$ cat config.mk
export PLATFORM = sky130hd
export DESIGN_NAME = pmc_top
export DESIGN_NICKNAME = d
export VERILOG_FILES = /design/src/include/pmc_pkg.sv /design/src/design/pmc_top.sv /design/src/design/pmc_in_port.sv /design/src/design/pmc_out_group.sv
export VERILOG_INCLUDE_DIRS = /design/src /design/src/include
export SDC_FILE = /design/constraint.sdc
export NUM_CORES = 1
export LEC_CHECK = 0
export BUFFER_PORTS_ARGS = -buffer_cell sky130_fd_sc_hd__buf_2
export CORE_AREA = 3 3 228 230
export DETAILED_ROUTE_END_ITERATION = 10
export DIE_AREA = 0 0 231 233
export PLACE_DENSITY_LB_ADDON = 0.15
export SYNTH_ARGS = -nofsm -noshare
export SYNTH_HDL_FRONTEND = slang
export SYNTH_SLANG_ARGS = --single-unit
$ cat constraint.sdc
create_clock -name clk -period 4.8 [get_ports clk]
set_input_delay 0.96 -clock clk [delete_from_list [all_inputs] [get_ports clk]]
set_output_delay 0.96 -clock clk [all_outputs]
set_load 0.05 [all_outputs]
$ cat src/include/pmc_defs.svh
// offsets, reset values and counts for the macrocell array
`ifndef PMC_DEFS_SVH
`define PMC_DEFS_SVH
// host offsets inside the configuration space
`define PMC_OFF_IN_A    8'h18
`define PMC_OFF_IN_B    8'h19
`define PMC_OFF_IN_C    8'h1A
`define PMC_OFF_CELL_A  8'h20
`define PMC_OFF_CELL_B  8'h21
`define PMC_OFF_MASK_A  8'h22
`define PMC_OFF_MASK_B  8'h23
// mask register reset value
`define PMC_MASK_RESET  8'h00
// native product terms per cell, and term slots per cell on the array port
`define PMC_NATIVE_A    3
`define PMC_NATIVE_B    4
`define PMC_TERM_SLOTS  4
// borrow ceilings per cell group
`define PMC_BORROW_A    6
`define PMC_BORROW_B_LO 5
`define PMC_BORROW_B_HI 6
`endif

$ cat src/include/pmc_pkg.sv
// types shared by the macrocell array files
package pmc_pkg;
  // storage element behaviour of an output cell
  typedef enum logic [1:0]
  {
    PMC_FF_D  = 2'h0,
    PMC_FF_T  = 2'h1,
    PMC_FF_JK = 2'h3,
    PMC_FF_SR = 2'h2
  } pmc_ff_e;
  // input cell behaviour
  typedef enum logic [1:0]
  {
    PMC_IC_PASS  = 2'h0,
    PMC_IC_LATCH = 2'h1,
    PMC_IC_REG   = 2'h3
  } pmc_imc_e;
endpackage

$ cat src/design/pmc_top.sv
// macrocell section: output cells, input cells, masks and external selects
`timescale 1ns/100ps
`include "pmc_defs.svh"

// Notes on behaviour
// - sixteen output cells, eight on port A pins, eight on port B pins.
// - XOR sets polarity; mux picks registered or combinational; result feeds back.
// - each cell storage acts as D, toggle, JK or set-reset flip-flop.
// - cell clock is a product term or cell clock pin rising edge.
// - preset and clear are active-high product terms; clear may use two.
// - 16-bit access: port A on bits 7-0, B on 15-8; swap reverses.
// - 8-bit bus uses only the low data byte for loads and reads.
// - port A cells own three terms; port B cells own four.
// - borrow only from the neighbour; a lent term is lost to its owner.
// - host load overrides product-term preset, clear and clock.
// - cells capture host data at the trailing edge of the write strobe.
// - host can read back current output cell flip-flop state.
// - per-group write mask, reset zero; a set bit blocks host writes.
// - pin driver enable is product term ORed with direction bit.
// - output pin with no enable equation is driven from the first clock after reset.
// - internal-node cells still feed back while the pin stays free.
// - 24 input cells on ports A, B, C: latch, register or pass.
// - input strobe is product term or address strobe, one per nibble.
// - host reads input cell outputs through a registered read buffer.
// - address-strobe-clocked input cells can hold upper address bits.
// - eight external selects, one product term each, selectable polarity.
// - external select driver enable from its term or direction bit.
// - input and output cells both sit on the internal data bus.
module pmc_top (
  input  wire logic                  clk,
  input  wire logic                  rst_n,
  input  wire logic                  config_space_select,
  input  wire logic [7:0]            host_addr,
  input  wire logic [15:0]           host_wdata,
  input  wire logic                  host_write_strobe_n,
  input  wire logic                  host_read_strobe_n,
  input  wire logic                  host_bus_16,
  input  wire logic                  host_byte_swap,
  input  wire logic                  address_latch_strobe,
  input  wire logic                  cell_clock_pin,
  input  wire logic [63:0]           oc_pt_term,
  input  wire logic [15:0]           oc_pt_second,
  input  wire logic [15:0]           oc_pt_clk,
  input  wire logic [15:0]           oc_pt_preset,
  input  wire logic [15:0]           oc_pt_clear0,
  input  wire logic [15:0]           oc_pt_clear1,
  input  wire logic [15:0]           oc_pt_oe,
  input  wire logic [15:0]           port_dir,
  input  pmc_pkg::pmc_ff_e [15:0]    oc_ff_type,
  input  wire logic [15:0]           oc_xor_inv,
  input  wire logic [15:0]           oc_use_reg,
  input  wire logic [15:0]           oc_clk_pin_sel,
  input  wire logic [15:0]           oc_internal_node,
  input  wire logic [15:0]           oc_oe_eq_en,
  input  wire logic [15:0]           oc_borrow_en,
  input  wire logic [7:0]            port_a_pins_in,
  input  wire logic [7:0]            port_b_pins_in,
  input  wire logic [7:0]            port_c_pins_in,
  input  pmc_pkg::pmc_imc_e [23:0]   ic_mode,
  input  wire logic [5:0]            ic_strobe_sel,
  input  wire logic [5:0]            ic_pt_strobe,
  input  wire logic [7:0]            ecs_pt,
  input  wire logic [7:0]            ecs_active_low,
  input  wire logic [7:0]            ecs_pt_oe,
  input  wire logic [7:0]            ecs_dir,
  input  wire logic [7:0]            ecs_oe_dir_sel,
  output logic [15:0]                host_rdata_q,
  output logic                       host_rdata_oe_n_q,
  output logic [7:0]                 port_a_out_q,
  output logic [7:0]                 port_a_oe_n_q,
  output logic [7:0]                 port_b_out_q,
  output logic [7:0]                 port_b_oe_n_q,
  output logic [15:0]                cell_feedback_q,
  output logic [15:0]                port_a_output_cells_q,
  output logic [23:0]                input_cell_q,
  output logic [7:0]                 external_select_q,
  output logic [7:0]                 external_select_oe_n_q
);
  import pmc_pkg::*;

  ////////////////////////////////////////////////////////////////////////////
  // declarations
  logic [7:0]  mask_a_q;
  logic [7:0]  mask_b_q;
  logic [7:0]  mask_a_d;
  logic [7:0]  mask_b_d;
  logic [7:0]  cells_a;
  logic [7:0]  cells_b;
  logic        clk_pin_prev_q;
  logic        clk_pin_rise;
  logic        wr_strobe_prev_q;
  logic        wr_valid_q;
  logic [7:0]  wr_addr_q;
  logic [15:0] wr_data_q;
  logic        wr_active;
  logic        wr_go;
  logic [7:0]  even_byte;
  logic [7:0]  odd_byte;
  logic        hit_a;
  logic        hit_b;
  logic        hit_ma;
  logic        hit_mb;
  logic [7:0]  data_a;
  logic [7:0]  data_b;
  logic [7:0]  data_ma;
  logic [7:0]  data_mb;
  logic [7:0]  load_en_a;
  logic [7:0]  load_en_b;
  logic [7:0]  rd_even_addr;
  logic [7:0]  rd_odd_addr;
  logic [7:0]  rd_even;
  logic [7:0]  rd_odd;
  logic [7:0]  rd_single;
  logic        rd_hit;
  logic        rd_active;
  logic [15:0] rd_word;
  logic [7:0]  ecs_oe;

  ////////////////////////////////////////////////////////////////////////////
  // byte view of every host-visible location
  function automatic logic [7:0] byte_at(input logic [7:0] a, input logic [7:0] ca,
                                         input logic [7:0] cb, input logic [7:0] ma,
                                         input logic [7:0] mb, input logic [23:0] ic);
    logic [7:0] v;
    v = 8'h00;
    case (a)
      `PMC_OFF_CELL_A: v = ca;
      `PMC_OFF_CELL_B: v = cb;
      `PMC_OFF_MASK_A: v = ma;
      `PMC_OFF_MASK_B: v = mb;
      `PMC_OFF_IN_A:   v = ic[7:0];
      `PMC_OFF_IN_B:   v = ic[15:8];
      `PMC_OFF_IN_C:   v = ic[23:16];
      default:         v = 8'h00;
    endcase
    return v;
  endfunction

  function automatic logic is_mapped(input logic [7:0] a);
    return (a == `PMC_OFF_CELL_A) || (a == `PMC_OFF_CELL_B) ||
           (a == `PMC_OFF_MASK_A) || (a == `PMC_OFF_MASK_B) ||
           (a == `PMC_OFF_IN_A) || (a == `PMC_OFF_IN_B) || (a == `PMC_OFF_IN_C);
  endfunction

  ////////////////////////////////////////////////////////////////////////////
  // write path: hold address and data while strobe low, commit on rise
  assign wr_active = config_space_select & ~host_write_strobe_n;
  assign wr_go     = wr_valid_q & host_write_strobe_n & ~wr_strobe_prev_q;

  // lane steering of the held data
  assign even_byte = (host_bus_16 & host_byte_swap) ? wr_data_q[15:8]
                                                    : wr_data_q[7:0];
  assign odd_byte  = (host_bus_16 & ~host_byte_swap) ? wr_data_q[15:8]
                                                     : wr_data_q[7:0];

  // target decode: a word access covers the even/odd pair
  assign hit_a  = host_bus_16 ? (wr_addr_q[7:1] == `PMC_OFF_CELL_A >> 1)
                              : (wr_addr_q == `PMC_OFF_CELL_A);
  assign hit_b  = host_bus_16 ? (wr_addr_q[7:1] == `PMC_OFF_CELL_B >> 1)
                              : (wr_addr_q == `PMC_OFF_CELL_B);
  assign hit_ma = host_bus_16 ? (wr_addr_q[7:1] == `PMC_OFF_MASK_A >> 1)
                              : (wr_addr_q == `PMC_OFF_MASK_A);
  assign hit_mb = host_bus_16 ? (wr_addr_q[7:1] == `PMC_OFF_MASK_B >> 1)
                              : (wr_addr_q == `PMC_OFF_MASK_B);
  assign data_a  = host_bus_16 ? even_byte : wr_data_q[7:0];
  assign data_b  = host_bus_16 ? odd_byte : wr_data_q[7:0];
  assign data_ma = host_bus_16 ? even_byte : wr_data_q[7:0];
  assign data_mb = host_bus_16 ? odd_byte : wr_data_q[7:0];

  // masked cell loads
  assign load_en_a = {8{wr_go & hit_a}} & ~mask_a_q;
  assign load_en_b = {8{wr_go & hit_b}} & ~mask_b_q;
  assign mask_a_d  = (wr_go & hit_ma) ? data_ma : mask_a_q;
  assign mask_b_d  = (wr_go & hit_mb) ? data_mb : mask_b_q;

  // held write request and mask registers
  always_ff @(posedge clk or negedge rst_n)
  begin
    if (!rst_n)
    begin
      wr_strobe_prev_q <= 1'b1;
      wr_valid_q       <= 1'b0;
      wr_addr_q        <= 8'h00;
      wr_data_q        <= 16'h0000;
      mask_a_q         <= `PMC_MASK_RESET;
      mask_b_q         <= `PMC_MASK_RESET;
    end
    else
    begin
      wr_strobe_prev_q <= host_write_strobe_n;
      if (wr_active)
      begin
        wr_valid_q <= 1'b1;
        wr_addr_q  <= host_addr;
        wr_data_q  <= host_wdata;
      end
      else if (host_write_strobe_n)
      begin
        wr_valid_q <= 1'b0;
      end
      mask_a_q <= mask_a_d;
      mask_b_q <= mask_b_d;
    end
  end

  ////////////////////////////////////////////////////////////////////////////
  // cell clock pin edge detect
  assign clk_pin_rise = cell_clock_pin & ~clk_pin_prev_q;

  always_ff @(posedge clk or negedge rst_n)
  begin
    if (!rst_n)
      clk_pin_prev_q <= 1'b0;
    else
      clk_pin_prev_q <= cell_clock_pin;
  end

  ////////////////////////////////////////////////////////////////////////////
  // output cell groups on port A and port B
  pmc_out_group #(.N(8), .NATIVE(`PMC_NATIVE_A)) u_grp_a (
    .clk           (clk),
    .rst_n         (rst_n),
    .pt_term       (oc_pt_term[31:0]),
    .pt_second     (oc_pt_second[7:0]),
    .pt_clk        (oc_pt_clk[7:0]),
    .pt_preset     (oc_pt_preset[7:0]),
    .pt_clear0     (oc_pt_clear0[7:0]),
    .pt_clear1     (oc_pt_clear1[7:0]),
    .pt_oe         (oc_pt_oe[7:0]),
    .dir_bit       (port_dir[7:0]),
    .ff_type       (oc_ff_type[7:0]),
    .xor_inv       (oc_xor_inv[7:0]),
    .use_reg       (oc_use_reg[7:0]),
    .clk_pin_sel   (oc_clk_pin_sel[7:0]),
    .clk_pin_rise  (clk_pin_rise),
    .internal_node (oc_internal_node[7:0]),
    .oe_eq_en      (oc_oe_eq_en[7:0]),
    .borrow_en     (oc_borrow_en[7:0]),
    .load_en       (load_en_a),
    .load_data     (data_a),
    .cell_q        (cells_a),
    .fb_q          (cell_feedback_q[7:0]),
    .pin_out_q     (port_a_out_q),
    .pin_oe_n_q    (port_a_oe_n_q)
  );

  pmc_out_group #(.N(8), .NATIVE(`PMC_NATIVE_B)) u_grp_b (
    .clk           (clk),
    .rst_n         (rst_n),
    .pt_term       (oc_pt_term[63:32]),
    .pt_second     (oc_pt_second[15:8]),
    .pt_clk        (oc_pt_clk[15:8]),
    .pt_preset     (oc_pt_preset[15:8]),
    .pt_clear0     (oc_pt_clear0[15:8]),
    .pt_clear1     (oc_pt_clear1[15:8]),
    .pt_oe         (oc_pt_oe[15:8]),
    .dir_bit       (port_dir[15:8]),
    .ff_type       (oc_ff_type[15:8]),
    .xor_inv       (oc_xor_inv[15:8]),
    .use_reg       (oc_use_reg[15:8]),
    .clk_pin_sel   (oc_clk_pin_sel[15:8]),
    .clk_pin_rise  (clk_pin_rise),
    .internal_node (oc_internal_node[15:8]),
    .oe_eq_en      (oc_oe_eq_en[15:8]),
    .borrow_en     (oc_borrow_en[15:8]),
    .load_en       (load_en_b),
    .load_data     (data_b),
    .cell_q        (cells_b),
    .fb_q          (cell_feedback_q[15:8]),
    .pin_out_q     (port_b_out_q),
    .pin_oe_n_q    (port_b_oe_n_q)
  );

  assign port_a_output_cells_q = {cells_b, cells_a};

  ////////////////////////////////////////////////////////////////////////////
  // input cells on ports A, B and C
  pmc_in_port #(.N(8)) u_in_a (
    .clk                  (clk),
    .rst_n                (rst_n),
    .pins_in              (port_a_pins_in),
    .mode                 (ic_mode[7:0]),
    .strobe_sel           (ic_strobe_sel[1:0]),
    .pt_strobe            (ic_pt_strobe[1:0]),
    .address_latch_strobe (address_latch_strobe),
    .cell_q               (input_cell_q[7:0])
  );

  pmc_in_port #(.N(8)) u_in_b (
    .clk                  (clk),
    .rst_n                (rst_n),
    .pins_in              (port_b_pins_in),
    .mode                 (ic_mode[15:8]),
    .strobe_sel           (ic_strobe_sel[3:2]),
    .pt_strobe            (ic_pt_strobe[3:2]),
    .address_latch_strobe (address_latch_strobe),
    .cell_q               (input_cell_q[15:8])
  );

  pmc_in_port #(.N(8)) u_in_c (
    .clk                  (clk),
    .rst_n                (rst_n),
    .pins_in              (port_c_pins_in),
    .mode                 (ic_mode[23:16]),
    .strobe_sel           (ic_strobe_sel[5:4]),
    .pt_strobe            (ic_pt_strobe[5:4]),
    .address_latch_strobe (address_latch_strobe),
    .cell_q               (input_cell_q[23:16])
  );

  ////////////////////////////////////////////////////////////////////////////
  // read path on the internal data bus
  assign rd_active    = config_space_select & ~host_read_strobe_n;
  assign rd_even_addr = {host_addr[7:1], 1'b0};
  assign rd_odd_addr  = {host_addr[7:1], 1'b1};
  assign rd_even   = byte_at(rd_even_addr, cells_a, cells_b, mask_a_q, mask_b_q,
                             input_cell_q);
  assign rd_odd    = byte_at(rd_odd_addr, cells_a, cells_b, mask_a_q, mask_b_q,
                             input_cell_q);
  assign rd_single = byte_at(host_addr, cells_a, cells_b, mask_a_q, mask_b_q,
                             input_cell_q);
  assign rd_hit    = host_bus_16 ? (is_mapped(rd_even_addr) | is_mapped(rd_odd_addr))
                                 : is_mapped(host_addr);
  // lane placement per bus width and byte order
  assign rd_word = !host_bus_16   ? {8'h00, rd_single} :
                   host_byte_swap ? {rd_even, rd_odd} :
                                    {rd_odd, rd_even};

  always_ff @(posedge clk or negedge rst_n)
  begin
    if (!rst_n)
    begin
      host_rdata_q      <= 16'h0000;
      host_rdata_oe_n_q <= 1'b1;
    end
    else
    begin
      host_rdata_q      <= (rd_active & rd_hit) ? rd_word : 16'h0000;
      host_rdata_oe_n_q <= ~(rd_active & rd_hit);
    end
  end

  ////////////////////////////////////////////////////////////////////////////
  // external selects: one term, polarity, enable source
  assign ecs_oe = (ecs_oe_dir_sel & ecs_dir) | (~ecs_oe_dir_sel & ecs_pt_oe);

  always_ff @(posedge clk or negedge rst_n)
  begin
    if (!rst_n)
    begin
      external_select_q      <= 8'h00;
      external_select_oe_n_q <= 8'hFF;
    end
    else
    begin
      external_select_q      <= ecs_pt ^ ecs_active_low;
      external_select_oe_n_q <= ~ecs_oe;
    end
  end
endmodule

$ cat src/design/pmc_in_port.sv
// eight input cells serving one port
`timescale 1ns/100ps
module pmc_in_port #(
  parameter int N = 8
) (
  input  wire logic                      clk,
  input  wire logic                      rst_n,
  input  wire logic [N-1:0]              pins_in,
  input  pmc_pkg::pmc_imc_e [N-1:0]      mode,
  input  wire logic [1:0]                strobe_sel,
  input  wire logic [1:0]                pt_strobe,
  input  wire logic                      address_latch_strobe,
  output logic [N-1:0]                   cell_q
);
  import pmc_pkg::*;

  logic [1:0]   en;
  logic [1:0]   en_prev_q;
  logic [1:0]   en_rise;
  logic [N-1:0] cell_d;

  // low nibble and high nibble each pick a product term or the address strobe
  assign en = (strobe_sel & {2{address_latch_strobe}}) | (~strobe_sel & pt_strobe);
  assign en_rise = en & ~en_prev_q;

  // per cell latch, register or pass-through
  genvar i;
  generate
    for (i = 0; i < N; i++)
    begin : g_cell
      localparam int H = (i < 4) ? 0 : 1;
      always_comb
      begin
        case (mode[i])
          PMC_IC_PASS:  cell_d[i] = pins_in[i];
          PMC_IC_LATCH: cell_d[i] = en[H] ? pins_in[i] : cell_q[i];
          PMC_IC_REG:   cell_d[i] = en_rise[H] ? pins_in[i] : cell_q[i];
          default:      cell_d[i] = cell_q[i];
        endcase
      end
    end
  endgenerate

  // state of the cells and strobe history
  always_ff @(posedge clk or negedge rst_n)
  begin
    if (!rst_n)
    begin
      cell_q    <= '0;
      en_prev_q <= '0;
    end
    else
    begin
      cell_q    <= cell_d;
      en_prev_q <= en;
    end
  end
endmodule

$ cat src/design/pmc_out_group.sv
// one group of eight output cells with term sharing and pin drive
`timescale 1ns/100ps
module pmc_out_group #(
  parameter int N      = 8,
  parameter int NATIVE = 3
) (
  input  wire logic                 clk,
  input  wire logic                 rst_n,
  input  wire logic [N*4-1:0]       pt_term,
  input  wire logic [N-1:0]         pt_second,
  input  wire logic [N-1:0]         pt_clk,
  input  wire logic [N-1:0]         pt_preset,
  input  wire logic [N-1:0]         pt_clear0,
  input  wire logic [N-1:0]         pt_clear1,
  input  wire logic [N-1:0]         pt_oe,
  input  wire logic [N-1:0]         dir_bit,
  input  pmc_pkg::pmc_ff_e [N-1:0]  ff_type,
  input  wire logic [N-1:0]         xor_inv,
  input  wire logic [N-1:0]         use_reg,
  input  wire logic [N-1:0]         clk_pin_sel,
  input  wire logic                 clk_pin_rise,
  input  wire logic [N-1:0]         internal_node,
  input  wire logic [N-1:0]         oe_eq_en,
  input  wire logic [N-1:0]         borrow_en,
  input  wire logic [N-1:0]         load_en,
  input  wire logic [N-1:0]         load_data,
  output logic [N-1:0]              cell_q,
  output logic [N-1:0]              fb_q,
  output logic [N-1:0]              pin_out_q,
  output logic [N-1:0]              pin_oe_n_q
);
  import pmc_pkg::*;

  localparam logic [3:0] NMASK = 4'((1 << NATIVE) - 1);

  logic [N-1:0] nat;
  logic [N-1:0] sum;
  logic [N-1:0] d;
  logic [N-1:0] nxt;
  logic [N-1:0] cell_d;
  logic [N-1:0] clk_ev;
  logic [N-1:0] pt_clk_prev_q;
  logic [N-1:0] sel;
  logic [N-1:0] oe_d;

  genvar i;
  generate
    for (i = 0; i < N; i++)
    begin : g_cell
      localparam int NB = (i + 1) % N;
      localparam int PV = (i + N - 1) % N;
      // own terms, lent terms vanish from the lender
      assign nat[i] = |(pt_term[i*4 +: 4] & NMASK);
      assign sum[i] = (borrow_en[PV] ? 1'b0 : nat[i]) | (borrow_en[i] & nat[NB]);
      assign d[i] = sum[i] ^ xor_inv[i];
      assign clk_ev[i] = clk_pin_sel[i] ? clk_pin_rise
                                        : (pt_clk[i] & ~pt_clk_prev_q[i]);
      // next state by storage type
      always_comb
      begin
        case (ff_type[i])
          PMC_FF_D:  nxt[i] = d[i];
          PMC_FF_T:  nxt[i] = cell_q[i] ^ d[i];
          PMC_FF_JK: nxt[i] = (d[i] & ~cell_q[i]) | (~pt_second[i] & cell_q[i]);
          PMC_FF_SR: nxt[i] = d[i] | (~pt_second[i] & cell_q[i]);
          default:   nxt[i] = cell_q[i];
        endcase
      end
      // host load beats clear, preset and clock
      assign cell_d[i] = load_en[i] ? load_data[i] :
                         (pt_clear0[i] | pt_clear1[i]) ? 1'b0 :
                         pt_preset[i] ? 1'b1 :
                         clk_ev[i] ? nxt[i] : cell_q[i];
      assign sel[i] = use_reg[i] ? cell_q[i] : d[i];
      // driver enable, off for internal nodes
      assign oe_d[i] = ~internal_node[i] &
                       (oe_eq_en[i] ? (pt_oe[i] | dir_bit[i]) : 1'b1);
    end
  endgenerate

  // cell state, feedback and pins
  always_ff @(posedge clk or negedge rst_n)
  begin
    if (!rst_n)
    begin
      cell_q        <= '0;
      fb_q          <= '0;
      pin_out_q     <= '0;
      pin_oe_n_q    <= '1;
      pt_clk_prev_q <= '0;
    end
    else
    begin
      cell_q        <= cell_d;
      fb_q          <= sel;
      pin_out_q     <= sel;
      pin_oe_n_q    <= ~oe_d;
      pt_clk_prev_q <= pt_clk;
    end
  end
endmodule

==> flow_metrics.py <==
metrics = {
    "outcome": {
        "status": "completed",
    },
    "layout": {
        "fin_util_pct": 26.45,
        "layout_common_cells": "572 x buf_2, 144 x dfrtp_1, 73 x nor2_1",
        "layout.nets": 1920,
        "syn2layout_area_growth_pct": 45.17,
        "fin_cells": 2130,
        "top_regs": "host_rdata_q (16), wr_data_q (16)",
        "final_common_cell": "buf_2",
        "drive_above_1_share_pct": 50.00,
    },
    "setup_path": {
        "required_ps": 5180,
        "critPathLaunchType": "input pin",
        "crit_path_max_fanout": 13,
        "worst-setup-path-type": "input pin to flip-flop",
        "crit_end": "host_rdata_q[7]",
        "crit_path_end_kind": "flip-flop",
        "rrSetupSlack_ps": 2480,
        "worstReg2RegStart": "wr_addr_q[4]",
        "worst_ep_arrival_time_ps": 3420,
        "timing.rr.end": "u_grp_b.cell_q[5]",
        "reg2reg_depth": 5,
        "startpoint": "host_addr[3]",
    },
    "clocking": {
        "cts_tree": "yes",
        "cts_repair_resize_count": 0,
        "cts_made_buffers": 17,
        "cts.sinks": 170,
        "htree_levels": 4,
        "cts_hold_buf": 0,
        "cts_root_buffer": "clkbuf_16",
        "post_cts_buffers": 0,
        "clk_pin_slew_ps": 70,
        "clockBufferDepth": 2,
        "clkLatencyLatePin_ps": 480,
    },
    "sta": {
        "period_needed_ps": 3041,
        "slew_headroom_pct": 39.11,
        "min_period_over_period_pct": 63.35,
        "finalSetupViolCount": 0,
        "rsz0062_at_grt": "false",
        "timing.hold.ws_ps": 423.7,
        "finalSetupTns_ps": 0,
        "finalHoldViolCount": 0,
        "final_max_slew_viol_count": 0,
        "max_freq_ghz": 0.3289,
        "fin_skew_ps": 10.70,
        "timing_worst_slew_pin_value_ps": 909.4,
    },
    "floorplan": {
        "fp-row-count": 82,
        "die_height_um": 233,
        "initial_core_util_pct": 18.22,
        "die_width_um": 231,
        "io_pins": 582,
        "die_area_um2": 53820,
        "core_area_um2": 50070,
    },
    "place": {
        "dp_hpwl_um": 34600,
        "numPortBuffers": 573,
        "gp_congestion": 0.8608,
        "dp.cells": 2096,
    },
    "synth": {
        "synth_cell_types": 59,
        "synth_compound_area_share_pct": 16.68,
        "yosysSeqAreaShare_pct": 46.99,
        "synth_xor_area_share_pct": 2.304,
        "synth-simple-area-share_pct": 13.72,
        "syn_avg_cell_area_um2": 10.33,
        "synth.ff_latch_count": 170,
        "synth_mux_area_share_pct": 13.65,
        "synth_top_family_by_area": "compound AO/OA/AOI/OAI gates",
        "synth_ff_type": "dfrtp_1",
        "netlist_instances": 883,
        "synth_fa_ha_area_share_pct": 2.194,
        "synth-edff-count": 0,
        "syn_nets": 1360,
        "synth_warnings": 0,
        "async_flop_share_pct": 100.0,
        "netlist_area_um2": 9122,
    },
    "pwr": {
        "peakVddDrop_mv": 0.1955,
        "powerDensity_nw_per_um2": 311.5,
        "totalPowerFinal_mw": 4.125,
        "p_leak_nw": 6.570,
    },
    "global_routing": {
        "antenna_found_initial": 6,
        "grt_util_all_layers_pct": 15.11,
        "first_global_vias": 9201,
        "grt_pass1_wl_um": 58120,
        "grt_overflow": 0,
        "grt_max_degree": 82,
    },
    "detailed_routing": {
        "drc": 0,
        "drt_iter0_drc": 311,
        "dr.pass1.iters": 4,
        "postRouteWirelength_um": 41620,
        "wl_per_cell_um": 19.54,
        "ant_nets": 0,
        "avgViaCountPerCell": 4.184,
        "vias": 8911,
    },
    "min_path": {
        "hold_class": "input pin to asynchronous set/reset pin",
    },
    "flow_run": {
        "drv_cap": 0,
    },
}
## synthesized netlist by cell type, types with 7 or more instances
cell	count	area, um2
dfrtp_1	144	3603
nor2_1	73	274.0
a21oi_1	71	355.3
mux2_2	71	799.5
inv_1	50	187.7
o21ai_0	44	220.2
mux2i_1	40	400.4
nand2_1	36	135.1
a21o_1	29	217.7
dfstp_2	26	683.2
nor3b_1	24	180.2
nand3_1	19	95.09
a31oi_1	18	112.6
nor2b_1	18	112.6
xor2_1	17	148.9
buf_4	16	120.1
ha_1	16	200.2
o22ai_1	16	100.1
clkbuf_1	11	41.29
a211oi_1	9	67.56
nand2b_1	9	56.30
nor3_1	9	45.04
a2111oi_0	8	70.07
and2_1	8	50.05
buf_2	8	40.04
nor4_1	8	50.05
o311a_1	8	80.08
a21boi_0	7	52.55
xnor2_1	7	61.31
## final cells by class
| type | count | area, um2 |
|---|---|---|
| clock buffers | 21 | 460.4 |
| clock inverters | 11 | 88.84 |
| diodes | 2 | 5.005 |
| well taps | 672 | 840.8 |
| fillers | 5473 | 36830 |
| inverters | 51 | 191.4 |
| multi-input cells | 625 | 4443 |
| flip-flops and latches | 170 | 4287 |
| repair buffers | 578 | 2927 |
## worst min path at each step
stage | to | slack, ps | cells past startpoint
floorplan | wr_valid_q | 470 | 2
global placement | mask_a_q[0] | 500 | 2
detailed placement | wr_addr_q[7] | 510 | 1
CTS | u_grp_a.fb_q[0] | 410 | 1
global route | u_grp_a.fb_q[0] | 430 | 1
finish | u_grp_a.fb_q[0] | 420 | 1
## power breakdown
group	internal, mW	switching [mW]
Combinational	0.394	0.702
Sequential	1.56	0.0982
Clock	0.695	0.672
Total	2.65	1.47
## per-stage QoR
stage	worst slack [ps]	area, um2
global placement	1347	12690
finish	1759	13240
floorplan	2106	9123
CTS	1792	13240
global route	1594	13240
detailed placement	1282	12690
## kinds of logic (layout without fill, tap and decap cells)
logic type,after synthesis,after routing
compound gates,240,240
xor+xnor,24,24
fa+ha+maj,16,16
buf+inv,88,661
flops,170,170
mux,113,113
other cells,0,2
simple gates,232,232
## critical path, stage by stage
cell and delay [ps]:
buf_2 140, nor3b_2 760, nand2_2 300, a21boi_0 500, clkinv_1 440, a211oi_1 310
## metal layers
metal | vias to the layer above | wire (um) | GRT usage [%]
met5 | - | 36 | 0
met4 | 6 | 780 | 4.958
met3 | 44 | 2993 | 4.554
met2 | 354 | 20860 | 26.45
met1 | 4206 | 16950 | 17.64
li1 | 4301 | - | -
No activity file was read; power rests on OpenSTA's default activity.
